File: src/design/twfu_pkg.sv
// package for the table word fetch unit: address map, field layout, states
// assumes a 16-bit address space shared by bit table and data register table
package twfu_pkg;
    // ----------------------------------------------------------------
    // address map
    // ----------------------------------------------------------------
    localparam int          ADDR_W       = 16;
    localparam int          WORD_W       = 16;
    localparam logic [15:0] BIT_TOP_ADDR = 16'h0FFF;  // 4095
    localparam logic [15:0] REG_BASE     = 16'h1000;  // 4096
    localparam logic [15:0] BIT_MIN_ADDR = 16'h000F;  // 15
    localparam logic [3:0]  BIT_LAST_IDX = 4'hF;
    // ----------------------------------------------------------------
    // float layout in the register pair
    // ----------------------------------------------------------------
    localparam int SIGN_POS  = 15;
    localparam int EXP_HI    = 14;
    localparam int EXP_LO    = 7;
    localparam int FRAC_HI   = 6;
    localparam int FRAC_LO   = 0;
    localparam int FRAC_W    = 23;
    localparam logic [15:0] PAIR_STEP = 16'h0001;
    // ----------------------------------------------------------------
    // states
    // ----------------------------------------------------------------
    typedef enum logic [4:0] {
        TWFU_IDLE  = 5'h01,
        TWFU_BITS  = 5'h02,
        TWFU_REG   = 5'h04,
        TWFU_FLT   = 5'h08,
        TWFU_DONE  = 5'h10
    } twfu_state_t;
endpackage

File: src/design/twfu_fetch.sv
// table word fetch unit: word or float fetch from bit or register table
// assumes one-cycle synchronous read ports on both tables
`timescale 1ns/1ns
module twfu_fetch
    import twfu_pkg::*;
(
    // clock, reset, enable
    input  wire logic              SYS_CLK,
    input  wire logic              RST,
    input  wire logic              CE,
    // request from the sequencer
    input  wire logic              START,
    input  wire logic              FLOAT_REQ,
    input  wire logic              JUMPED,
    input  wire logic [ADDR_W-1:0] ADDR,
    // bit status table read port
    output logic      [ADDR_W-1:0] BIT_ADDR,
    input  wire logic              BIT_DATA,
    // data register table read port
    output logic      [ADDR_W-1:0] REG_ADDR,
    input  wire logic [WORD_W-1:0] REG_DATA,
    // result toward the stack
    output logic      [WORD_W-1:0] WORD,
    output logic      [WORD_W-1:0] WORD_LOW,
    output logic                   FLT_SIGN,
    output logic      [7:0]        FLT_EXP,
    output logic      [FRAC_W-1:0] FLT_FRAC,
    output logic                   DONE,
    output logic                   ADDR_ERR,
    output logic                   BUSY
);
    // ----------------------------------------------------------------
    // state record
    // ----------------------------------------------------------------
    typedef struct packed {
        twfu_state_t         st;
        logic [3:0]          cnt;
        logic                rd_vld;   // read issued last cycle
        logic                flt;
        logic [ADDR_W-1:0]   bit_addr;
        logic [ADDR_W-1:0]   reg_addr;
        logic [WORD_W-1:0]   word;
        logic [WORD_W-1:0]   word_low;
        logic                sign;
        logic [7:0]          expo;
        logic [FRAC_W-1:0]   frac;
        logic                done;
        logic                err;
        logic                busy;
    } twfu_regs_t;

    twfu_regs_t r;
    twfu_regs_t next_r;

    // ----------------------------------------------------------------
    // answer timing, counted in enabled cycles from the take edge
    // ----------------------------------------------------------------
    // register word: address out at take, read issued on the next edge,
    //   data sampled on the edge after, done four cycles after take
    // float pair: register n first, then n-1 once the address has moved;
    //   the second read costs two more turns, issue and sample, so done comes six cycles after
    // bit word: each bit needs one edge to issue and one to sample, so
    //   sixteen bits take thirty-two cycles and done lands at thirty-four
    // bad bit address: error flag one cycle after take, no done at all
    // a start seen while busy is not looked at; the done cycle is already
    //   idle, so a start held into it is taken as the next fetch
    // the result fields hold until the next fetch writes them again

    // ----------------------------------------------------------------
    // limits of this unit
    // ----------------------------------------------------------------
    // the sequencer must hold off while busy; there is no queue, so a
    //   second start during a fetch is simply lost
    // clock enable low freezes the walk and holds both table addresses, so
    //   the tables need not stall with it; a free-running read repeats the held address
    // the bit walk never checks what kind of module owns each bit; keeping
    //   analog and special modules out of the range is the program's job
    // a float at n = 0 would read its partner from the top of the table;
    //   the sequencer is expected never to ask for it
    // float pairs always come from the register table, whatever n is

    // ----------------------------------------------------------------
    // next state
    // ----------------------------------------------------------------
    // table reads take one cycle, so each step samples the data of the
    // address put out on the previous cycle
    always_comb begin
        next_r      = r;
        next_r.done = 1'b0;
        case (r.st)
            TWFU_IDLE: begin
                next_r.busy   = 1'b0;
                next_r.rd_vld = 1'b0;
                // a jumped-over line never fetches; otherwise no condition gate
                if (START && !JUMPED) begin
                    next_r.err  = 1'b0;
                    next_r.flt  = FLOAT_REQ;
                    next_r.busy = 1'b1;
                    if (FLOAT_REQ || ADDR > BIT_TOP_ADDR) begin
                        next_r.reg_addr = ADDR;
                        next_r.cnt      = 4'h0;  // float steps on cnt[0]
                        next_r.st = FLOAT_REQ ? TWFU_FLT : TWFU_REG;
                    end else if (ADDR < BIT_MIN_ADDR) begin
                        // refuse rather than wrap below bit zero
                        next_r.err  = 1'b1;
                        next_r.busy = 1'b0;
                    end else begin
                        next_r.bit_addr = ADDR;
                        next_r.cnt      = BIT_LAST_IDX;
                        next_r.word     = '0;
                        next_r.st       = TWFU_BITS;
                    end
                end
            end
            TWFU_BITS: begin
                // two turns a bit: issue the address, then take its data,
                // walking downward without regard to module boundaries
                if (r.rd_vld) begin
                    next_r.word   = {r.word[WORD_W-2:0], BIT_DATA};
                    next_r.rd_vld = 1'b0;
                    if (r.cnt == 4'h0) begin
                        next_r.st = TWFU_DONE;
                    end else begin
                        next_r.cnt      = r.cnt - 4'h1;
                        next_r.bit_addr = r.bit_addr - PAIR_STEP;
                    end
                end else begin
                    next_r.rd_vld = 1'b1;
                end
            end
            TWFU_REG: begin
                // one turn to issue the read, one to sample the word
                next_r.rd_vld = 1'b1;
                if (r.rd_vld) begin
                    next_r.word   = REG_DATA;
                    next_r.rd_vld = 1'b0;
                    next_r.st     = TWFU_DONE;
                end
            end
            TWFU_FLT: begin
                // first read register N, then the pair partner N-1
                next_r.rd_vld = 1'b1;
                if (r.rd_vld && !r.cnt[0]) begin
                    next_r.word     = REG_DATA;
                    next_r.reg_addr = r.reg_addr - PAIR_STEP;
                    next_r.cnt      = 4'h1;
                    next_r.rd_vld   = 1'b0;
                end else if (r.rd_vld) begin
                    next_r.word_low = REG_DATA;
                    next_r.sign     = r.word[SIGN_POS];
                    next_r.expo     = r.word[EXP_HI:EXP_LO];
                    next_r.frac     = {r.word[FRAC_HI:FRAC_LO],
                                       REG_DATA};
                    next_r.rd_vld   = 1'b0;
                    next_r.st       = TWFU_DONE;
                end
            end
            TWFU_DONE: begin
                // done for one cycle, then idle where a new start may land
                next_r.done = 1'b1;
                next_r.busy = 1'b0;
                next_r.cnt  = 4'h0;
                next_r.st   = TWFU_IDLE;
            end
            default: begin
                next_r.st = TWFU_IDLE;
            end
        endcase
    end

    // ----------------------------------------------------------------
    // state register
    // ----------------------------------------------------------------
    // reset leaves every output low; the enable holds the whole record,
    // so a stalled fetch resumes on exactly the step where it stopped
    always_ff @(posedge SYS_CLK or posedge RST) begin
        if (RST) begin
            r    <= '0;
            r.st <= TWFU_IDLE;
        end else if (CE) begin
            r <= next_r;
        end
    end

    // ----------------------------------------------------------------
    // outputs straight from the record
    // ----------------------------------------------------------------
    // table read addresses, registered so the tables see a clean edge
    assign BIT_ADDR = r.bit_addr;
    assign REG_ADDR = r.reg_addr;
    // result word and the raw float pair
    assign WORD     = r.word;
    assign WORD_LOW = r.word_low;
    // decoded float fields, only meaningful after a float fetch
    assign FLT_SIGN = r.sign;
    assign FLT_EXP  = r.expo;
    assign FLT_FRAC = r.frac;
    // status toward the sequencer
    assign DONE     = r.done;
    assign ADDR_ERR = r.err;
    assign BUSY     = r.busy;
endmodule

File: config.mk
export PLATFORM = sky130hd
export DESIGN_NAME = twfu_fetch
export DESIGN_NICKNAME = d
export VERILOG_FILES = /design/src/design/twfu_pkg.sv /design/src/design/twfu_fetch.sv
export SDC_FILE = /design/constraint.sdc
export NUM_CORES = 1
export LEC_CHECK = 0
export BUFFER_PORTS_ARGS = -buffer_cell sky130_fd_sc_hd__buf_2
export CAP_MARGIN = 20
export CORE_UTILIZATION = 40
export DETAILED_ROUTE_END_ITERATION = 16
export SLEW_MARGIN = 20
export SYNTH_ARGS = -nofsm -noshare
export SYNTH_HDL_FRONTEND = slang
export SYNTH_SLANG_ARGS = --single-unit
File: constraint.sdc
create_clock -name SYS_CLK -period 3.22 [get_ports SYS_CLK]
set_input_delay 0 -clock SYS_CLK [delete_from_list [all_inputs] [get_ports SYS_CLK]]
set_output_delay 0 -clock SYS_CLK [all_outputs]
set_load 0.01 [all_outputs]
==> results.toml, run 1 <==
[status]
status = "finished, final reports clean"

[yosys]
synth_area_leaders = "dfrtp_1, buf_4, mux2_2, o21ai_0, nor3_1"
synthAdderAreaFrac_pct = 0.880
synth-edff-count = 0
ys.flop_type = "dfrtp_1"
synth_top_family_by_area = "compound AO/OA/AOI/OAI gates"
synthXorXnorAreaFrac_pct = 0.616
synthesis.area_mm2 = 0.00569
synth_compound_area_share_pct = 18.3
syn_inst = 584
synth_cell_type_count = 61
synth_mux_area_share_pct = 10.7
async_reset_ff_share_pct = 100
synthTopCellsByCount = "buf_4, dfrtp_1, mux2_2"
syn-num-nets = 627
syn-mean-instance-area_um2 = 9.74
yosys.area_share.simple_pct = 13.1
ys_seq_elements = 93
yosys.area.top_type_share_pct = 40.5
synth_top_cell_by_area = "dfrtp_1"
yosysWarnings = 0
yosys.cell_count.top_type = "buf_4"
yosysSeqAreaShare_pct = 40.9

[final_layout]
num-fill-cells = 1312
final_cells = 826
layout-drive-gt1-share_pct = 35.7
nets = 683
multi_input_area_mm2 = 0.00248
area_growth_pct = 12.2
final-seq-area_mm2 = 0.00233

[global_routing]
antenna_found_initial = 1
overflow = 0
grt_max_degree = 50
grt_usage_pct = 18.8
grt_pass1_vias = 4115
grt_pass1_wl_mm = 21.5

[clocking]
cts_tree = "built"
clk_pin_slew_ns = 0.06
htree_num_levels = 3
clock-sinks = 93
cts_buffers = 9
insertion_delay_ns = 0.35
cts_resized = 0
clockBufferDepth = 2
clock-root-buffer = "clkbuf_16"

[route]
via_count = 4514
ant_nets = 0
drtIter0Drc = 430
drc = 0
finalWirelength_mm = 13.5
via_per_inst = 5.46
dr.pass1.iters = 5
wl_per_cell_um = 16.4

[critical_path]
path_class = "flop to flop"
critPathCaptureType = "flop"
reg2reg_to = "WORD[0]"
reg2reg_slack_ns = 0.61
cp_max_fo = 13
cp-start-kind = "flop"
r2r-start = "r[105]"
reg2regPathDepth = 6
cp.required_ns = 3.45
arrival_ns = 2.84

[timing]
fin_ws_ns = 0.610
fin_crit_sh_pct = 81.1
setup_viol = 0
rsz0062_at_grt = "no"
hold_violations = 0
fmax_mhz = 383
slew_headroom_pct = 41.8
finalSetupTns_ns = 0
finalClockSkew_ns = 0.0102
drv_slew = 0
worst_pin_slew_ns = 0.871
fin_crit_ns = 2.61

[place]
dpl_worst_slack_ns = 0.398
dpl.cell_count = 787
port_buffers = 137
gp_congestion = 1.00
post-dp-hpwl_mm = 9.50

[die]
start_util_pct = 41.0
chipWidth_um = 121
die_h_um = 121
dieArea_mm2 = 0.0147
core_mm2 = 0.0139
ios = 138
rows = 43

[flow_run]
drv_cap = 0

[power]
p_sw_mw = 2.06
swShare_pct = 41.0
pwr-share-clk_pct = 21.6
power_frac_comb_pct = 40.6
power_density_mw_per_mm2 = 789
worst_ir_drop_vdd_mv = 0.274
internal-power_mw = 2.97
leakage_nw = 3.06
seq_power_share_pct = 37.8

[min_path]
min-delay-start = "BIT_DATA"
worstHoldPathType = "primary input to flop"
worstHoldPathCells = 3
worstHoldEndpoint = "WORD[0]"
==> power groups by stage <==
stage               clock [mW]  combinational [mW]  sequential, mW
global route              1.17                2.26            1.96
finish                    1.09                2.05            1.90
global placement             0                1.98            1.89
detailed placement           0                2.02            1.91
CTS                       1.11                2.04            1.89
floorplan                    0                1.84            1.75
==> sequential cells by signal (all words and copies together), names as in the netlist <==
signal,cells
FLT_EXP,8
DONE,1
WORD,16
BUSY,1
REG_ADDR,16
BIT_ADDR,16
r,10
WORD_LOW,15
ADDR_ERR,1
FLT_SIGN,1
FLT_FRAC,8
==> layout by cell type, fill, tap and decap left out, types with 3 or more instances in the layout <==
master	n
a211oi_1	4
a21oi_1	20
a22o_1	16
a22oi_1	7
a2bb2oi_1	13
a31oi_1	6
buf_2	137
buf_4	11
clkbuf_16	9
dfrtp_1	92
dlygate4sd3_1	21
ha_1	4
inv_1	11
mux2_2	53
nand2_1	17
nand2b_1	6
nand3_1	10
nand4_1	6
nor2_1	40
nor2b_1	5
nor3_1	32
nor4_1	8
o21ai_0	38
o22a_1	6
o22ai_1	4
o2bb2ai_1	5
o31ai_1	3
or3_1	6
xor2_1	3
==> cell families after synthesis <==
family	Yosys count
buf+inv	137
compound gates	146
mux	54
xor+xnor	4
fa+ha+maj	4
simple gates	146
flops	93
==> worst max-delay path, stage by stage, from the launching register on <==
cell and delay (ns):
dfstp_2 0.65, nand2b_1 0.20, o22a_1 0.22, o221ai_2 0.15
a2111oi_4 0.60, buf_4 0.31, mux2_2 0.35
==> worst max path at each step <==
stage | startpoint | endpoint | slack, ns | cells after the start
after global placement | r[105] | WORD[2] | 0.49 | 5
after floorplan | RST | ADDR_ERR | 0.80 | 1
after CTS | r[105] | WORD[7] | 0.39 | 5
final | r[105] | WORD[0] | 0.61 | 6
after global routing | r[105] | WORD[4] | 0.46 | 6
after detailed placement | r[105] | WORD[7] | 0.40 | 5
==> layer usage <==
layer | part of all wire (%) | track usage [%] | up-vias
met1 | 46 | 25.7 | 2200
met4 | 2.5 | 7.41 | 0
met2 | 46 | 29.1 | 124
met3 | 4.8 | 3.95 | 25
met5 | 0 | 0 | -
li1 | - | - | 2165
==> cell type report <==
| cell class | instances | share of cell area [%] |
|---|---|---|
| flip-flops and latches | 93 | 36.5 |
| clock inverters | 6 | 1.10 |
| inverters | 12 | 0.725 |
| diodes | 1 | 0.0392 |
| clock buffers | 10 | 3.59 |
| well taps | 180 | 3.53 |
| multi-input cells | 354 | 38.9 |
| repair buffers | 170 | 15.6 |
==> metrics by stage <==
step | hold slack [ns] | area (µm²) | power (mW) | util [%]
6_report | 0.0184 | 6380 | 5.04 | 46.0
5_1_grt | 0.0156 | 6380 | 5.39 | 46.0
4_1_cts | 0.00359 | 6370 | 5.05 | 45.9
3_5_place_dp | 0.200 | 5870 | 3.93 | 42.3
3_3_place_gp | 0.187 | 5870 | 3.87 | 42.3
2_1_floorplan | 0.136 | 5690 | 3.59 | -
==> timing repair <==
action                                 4_1_cts  5_1_grt
endpoints found under the hold margin       68        0
hold buffers                                21        0
setup buffers                                0        0
Note: power is estimated with default switching activity, not from simulation.
==> run 2: changes to the inputs <==
- clock period: 3.22 -> 2.5 ns (I/O delays scaled with it)
==> run 2 against run 1 <==
Compared with the run above:
- hold slack got worse by 0.0065 ns
- register-to-register slack got worse by 0.47 ns
- wire length increased by 7.1%
- via count increased by 4.9%
- design area increased by 5.3%
- combinational power increased by 48%
- clock skew decreased by 0.0031 ns
- die area unchanged
- core utilization increased by 2.4 points
- flip-flop and latch count unchanged
- count of clock-buffer cells in the layout decreased by 1
- largest power group unchanged
==> results.toml, run 2 (synthesis gave the netlist of run 1 again) <==
[power]
worst_ir_drop_vdd_mv = 0.445
finalPower_mw = 6.96
pwr-share-clk_pct = 21.8
p_sw_mw = 2.78
swShare_pct = 39.9
internal-power_mw = 4.18
seq_power_share_pct = 34.7
power_density_mw_per_mm2 = 1040
leakage_nw = 3.25
power_frac_comb_pct = 43.5

[route]
drtIter0Drc = 392
via_per_inst = 5.51
via_count = 4737
wl_met2_mm = 7.12
dr.pass1.iters = 5
finalWirelength_mm = 14.5
drc = 0
wirelength_met1_mm = 6.36
maxUsedRoutingLayer = "met4"
wl_per_cell_um = 16.8
ant_nets = 0
route.met3.wl_um = 808

[die]
dieArea_mm2 = 0.0147
start_util_pct = 41.0
chipWidth_um = 121
core_mm2 = 0.0139
ios = 138
rows = 43
die_h_um = 121

[critical_path]
arrival_ns = 2.66
r2r-start = "r[108]"
reg2reg_slack_ns = 0.14
reg2regPathDepth = 6
slowest_stage = "nor4_1"
cp-start-kind = "primary input"
reg2reg_to = "BIT_ADDR[0]"
cp_max_fo = 19
critPathCaptureType = "flop"
cp_cell_sequence = "dlygate4sd3_1 > buf_2 > nor4_1 > a311oi_2 > o221ai_2 > buf_4 > or2_2 > o21ai_0"
path_class = "primary input to flop"
cp.required_ns = 2.72
max_stage_delay_ns = 0.77

[final_layout]
nets = 717
num-fill-cells = 1277
area_growth_pct = 18.2
final_common_cell = "buf_2"
layout_common_cells = "buf_2, dfrtp_1, mux2_2"
final_cells = 860
layout-drive-gt1-share_pct = 39.2

[place]
dpl.cell_count = 818
gp_congestion = 0.864
port_buffers = 137
post-dp-hpwl_mm = 10.2

[status]
status = "finished, final reports clean"

[clocking]
clockBufferDepth = 2
clock-sinks = 93
clk_pin_slew_ns = 0.07
insertion_delay_ns = 0.35
clock-root-buffer = "clkbuf_16"
htree_num_levels = 3
cts_buffers = 9
cts_tree = "built"

[min_path]
worstHoldPathCells = 3
worstHoldEndpoint = "REG_ADDR[4]"
worstHoldPathType = "primary input to flop"
min-delay-start = "ADDR[4]"

[global_routing]
antenna_found_initial = 1
grt_pass1_vias = 4458
grt_pass1_wl_mm = 22.9
grt_usage_pct = 20.1
overflow = 0
grt_max_degree = 94

[timing]
finalClockSkew_ns = 0.00708
slew_headroom_pct = 37.4
rsz0062_at_grt = "no"
finalSetupTns_ns = 0
fin_crit_sh_pct = 97.5
worst_pin_slew_ns = 0.931
fmax_mhz = 410
fin_crit_ns = 2.44
setup_viol = 0
hold_violations = 0
drv_slew = 0

[flow_run]
drv_cap = 0
-- run 2: critical path: cells and delay by family --
family / cells / cell delay, ns
AND/OR/NAND/NOR: 2 / 1.02
AO/OA/AOI/OAI: 3 / 0.63
buffers and inverters: 3 / 1.00
-- run 2: repair_timing --
action                                 4_1_cts  5_1_grt
gates resized for setup                      0        2
endpoints found under the hold margin      114        0
pin swaps                                    1        0
hold buffers                                23        0
setup endpoints to repair                   16        9
setup buffers                                2        0
-- run 2: per-stage QoR --
| step | util [%] | instance area [µm²] | setup slack (ns) | hold slack, ns |
|---|---|---|---|---|
| finish | 48.4 | 6720 | 0.0628 | 0.0119 |
| global route | 48.4 | 6720 | 0.0338 | 0.0197 |
| CTS | 48.4 | 6710 | 0.0935 | 0.00750 |
| detailed placement | 44.1 | 6130 | -0.263 | 0.160 |
| global placement | 44.1 | 6120 | -0.203 | 0.147 |
| floorplan | - | 5690 | 0.0813 | 0.136 |
-- run 2: power groups by stage --
stage | logic, mW | registers [mW] | clock network, mW
2_1_floorplan | 2.37 | 2.26 | 0
3_3_place_gp | 2.90 | 2.40 | 0
3_5_place_dp | 2.94 | 2.42 | 0
4_1_cts | 3.02 | 2.40 | 1.57
5_1_grt | 3.34 | 2.47 | 1.62
6_report | 3.03 | 2.41 | 1.52
-- run 2: area by class of cell --
cell class	instances	area, µm²	share of cell area [%]
clock inverters	7	105	1.56
clock buffers	9	225	3.35
inverters	12	46.3	0.689
diodes	1	2.50	0.0372
multi-input cells	354	2490	37.1
repair buffers	204	1300	19.3
well taps	180	225	3.35
flip-flops and latches	93	2330	34.6
-- run 2: metal layers --
layer	vias up	global-route usage [%]
met5	-	0
met4	0	5.48
met1	2338	27.2
met3	17	3.90
li1	2228	-
met2	154	32.6
-- run 2: worst max path at each step --
stage               startpoint           end  slack [ns]  cells past startpoint
finish                ADDR[11]  BIT_ADDR[15]        0.06                      8
global route            r[108]        r[102]        0.03                      6
CTS                     r[108]  BIT_ADDR[14]        0.09                      6
detailed placement    ADDR[15]       WORD[4]       -0.26                      6
global placement      ADDR[15]       WORD[1]       -0.20                      6
floorplan                  RST      ADDR_ERR        0.08                      1
==> run 3: changes to the inputs <==
- ABC_AREA: unset -> 1
- CORE_ASPECT_RATIO: unset -> 1.25
==> run 3 against run 2 <==
Compared with the run above:
- die area grew 9.6%
- clock power shrank 7%
- maximum frequency up 27%
- register-to-register slack better by 0.44 ns
- combinational power increased by 25%
- critical path depth is 1 higher
- via count increased by 16%
- hold slack gained 0.0014 ns
- global-route usage about the same
- sequential share of layout area decreased by 1.3 points
- setup slack gained 0.52 ns
- critical path type is now flop to flop
- total power grew 12%
- largest cell class unchanged
- highest routed layer unchanged
- critical endpoint is now BIT_ADDR[5]
==> results.toml, run 3 <==
[critical_path]
arrival_ns = 2.21
cp.required_ns = 2.79
reg2reg_slack_ns = 0.58
slowest_stage = "dfrtp_1"
cp-start-kind = "flop"
cp_max_fo = 18
crit_path_frequent_cell = "nand2_1"
reg2regPathDepth = 9
cp_num_buf_inv = 1
r2r-start = "r[107]"
path_class = "flop to flop"
max_stage_delay_ns = 0.44
reg2reg_to = "BIT_ADDR[5]"
cp_cell_sequence = "nor2_4 > nand3_4 > nand2_2 > nand2_1 > nor2_2 > nand2_2 > inv_2 > nand2_1 > nand2_1"
critical-path-top-delay-family = "simple AND/OR/NAND/NOR gates"
critPathCaptureType = "flop"

[global_routing]
overflow = 0
grt_usage_pct = 20.1
antenna_found_initial = 0
grt_max_degree = 65
grt_pass1_vias = 5177
grt_pass1_wl_mm = 25.5

[timing]
slew_headroom_pct = 63.0
worst_pin_slew_ns = 0.555
fin_crit_sh_pct = 76.7
fmax_mhz = 521
setup_viol = 0
rsz0062_at_grt = "no"
hold_violations = 0
finalSetupTns_ns = 0
finalClockSkew_ns = 0.00763
fin_crit_ns = 1.92
drv_slew = 0

[min_path]
min-delay-start = "BIT_DATA"
worstHoldPathType = "primary input to flop"
worstHoldPathCells = 5
worstHoldEndpoint = "WORD[0]"

[yosys]
synth_mux_area_share_pct = 0
yosys.area_share.simple_pct = 35.1
synthesis.area_mm2 = 0.00624
yosysSeqAreaShare_pct = 37.3
ys_seq_elements = 93
synth_top_family_by_area = "simple AND/OR/NAND/NOR gates"
synth-edff-count = 0
synth_top_cell_by_area = "dfrtp_1"
synthTopCellsByCount = "nand2_1, buf_4, inv_1"
yosysWarnings = 0
async_reset_ff_share_pct = 100
synth_area_leaders = "dfrtp_1, nand2_1, buf_4, inv_1, nand3_1"
yosys.area.top_type_share_pct = 36.9
synth_cell_type_count = 33
ys.flop_type = "dfrtp_1"
synth_compound_area_share_pct = 6.47
syn-num-nets = 945
syn_inst = 902
syn-mean-instance-area_um2 = 6.92
synthAdderAreaFrac_pct = 0.802
yosys.cell_count.top_type = "nand2_1"
synthXorXnorAreaFrac_pct = 0.701

[final_layout]
final_cells = 1178
area_growth_pct = 11.8
layout-drive-gt1-share_pct = 21.6
num-fill-cells = 1610
n_antenna_cell = 0
layout_common_cells = "nand2_1, buf_2, dfrtp_1, inv_1, nor2_1"
nets = 1008
utilization_pct = 46.1
final_common_cell = "nand2_1"
final_cell_area_mm2 = 0.00698

[route]
drc = 0
wl_per_cell_um = 13.1
via_count = 5484
drtIter0Drc = 252
via_per_inst = 4.66
finalWirelength_mm = 15.5
ant_nets = 0
dr.pass1.iters = 5

[die]
die_h_um = 142
chipWidth_um = 114
dieArea_mm2 = 0.0161
core_mm2 = 0.0151
rows = 50
ios = 138
start_util_pct = 41.2

[place]
gp_congestion = 0.879
dpl.cell_count = 1140
dpl-instance-area_mm2 = 0.00646
port_buffers = 137
post-dp-hpwl_mm = 11.4

[clocking]
cts_resized = 0
htree_num_levels = 3
clockBufferDepth = 2
cts_tree = "built"
clk_pin_slew_ns = 0.07
clock-sinks = 93
clock-root-buffer = "clkbuf_16"
cts_buffers = 9
insertion_delay_ns = 0.35

[power]
leakage_nw = 3.90
power_density_mw_per_mm2 = 1120
worst_ir_drop_vdd_mv = 0.444

[status]
status = "finished, final reports clean"

[flow_run]
drv_cap = 0
run 3: cell count changes after synthesis, sizes merged, moves of 24 or more:
cell   delta
mux2     -53
nand3    +57
nor2     +36
o21ai    +24
nand2   +316
inv      +86
nor3     -32
run 3: power breakdown:
| group | leakage (nW) | switching [mW] | total (mW) | internal [mW] |
|---|---|---|---|---|
| Combinational | 2.52 | 2.43 | 3.78 | 1.35 |
| Sequential | 1.23 | 0.607 | 2.63 | 2.03 |
| Clock | 0.147 | 0.624 | 1.41 | 0.785 |
| Total | 3.90 | 3.66 | 7.83 | 4.16 |
run 3: tightest hold or removal path: stages:
cell     delay, ns
buf_2         0.10
nand2_1       0.05
nand2_1       0.05
nand4_1       0.08
nand2_1       0.05
run 3: worst max path at each step:
| stage | from | endpoint | slack, ns | cells after the start |
|---|---|---|---|---|
| global route | r[107] | BIT_ADDR[5] | 0.40 | 9 |
| floorplan | RST | ADDR_ERR | 0.08 | 1 |
| finish | r[107] | BIT_ADDR[5] | 0.58 | 9 |
| global placement | r[107] | BIT_ADDR[1] | 0.62 | 9 |
| detailed placement | r[107] | BIT_ADDR[13] | 0.59 | 9 |
| CTS | r[107] | BIT_ADDR[5] | 0.55 | 9 |
run 3: metrics by stage:
stage / hold slack, ns / power [mW] / setup WS [ns]
floorplan: 0.133 / 5.84 / 0.0813
global placement: 0.0292 / 6.39 / 0.622
detailed placement: 0.0319 / 6.42 / 0.590
CTS: 0.00177 / 7.90 / 0.553
global route: 0.0237 / 8.53 / 0.396
finish: 0.0133 / 7.83 / 0.582
run 3: final cells by class:
type	count	area [µm²]	share of cell area, %
Clock buffer	10	229	3.28
Clock inverter	6	73.8	1.06
Inverter	98	370	5.31
Multi-Input combinational cell	590	2690	38.6
Sequential cell	93	2330	33.4
Tap cell	208	260	3.73
Timing Repair Buffer	173	1020	14.7
run 3: repair_timing:
action | CTS | global route
hold buffers | 22 | 0
setup buffers | 0 | 0
hold endpoints to repair | 49 | 0
endpoints found under the setup margin | 0 | 0
run 3: routing by layer:
layer  wire [µm]  vias to the layer above  track usage, %  part of all wire, %
li1            -                     2843               -                    -
met1        7060                     2479            25.6                   46
met2        7370                      140            33.8                   48
met3         769                       22            3.20                  5.0
met4         277                        0            8.31                  1.8
met5           0                        -               0                    0
run 3: kinds of logic after synthesis:
group	count (synthesis)
and+or+nand+nor	505
buffers and inverters	219
DFF	93
AOI/OAI and AO/OA	76
xor gates and xnor gates	5
adders and majority gates	4
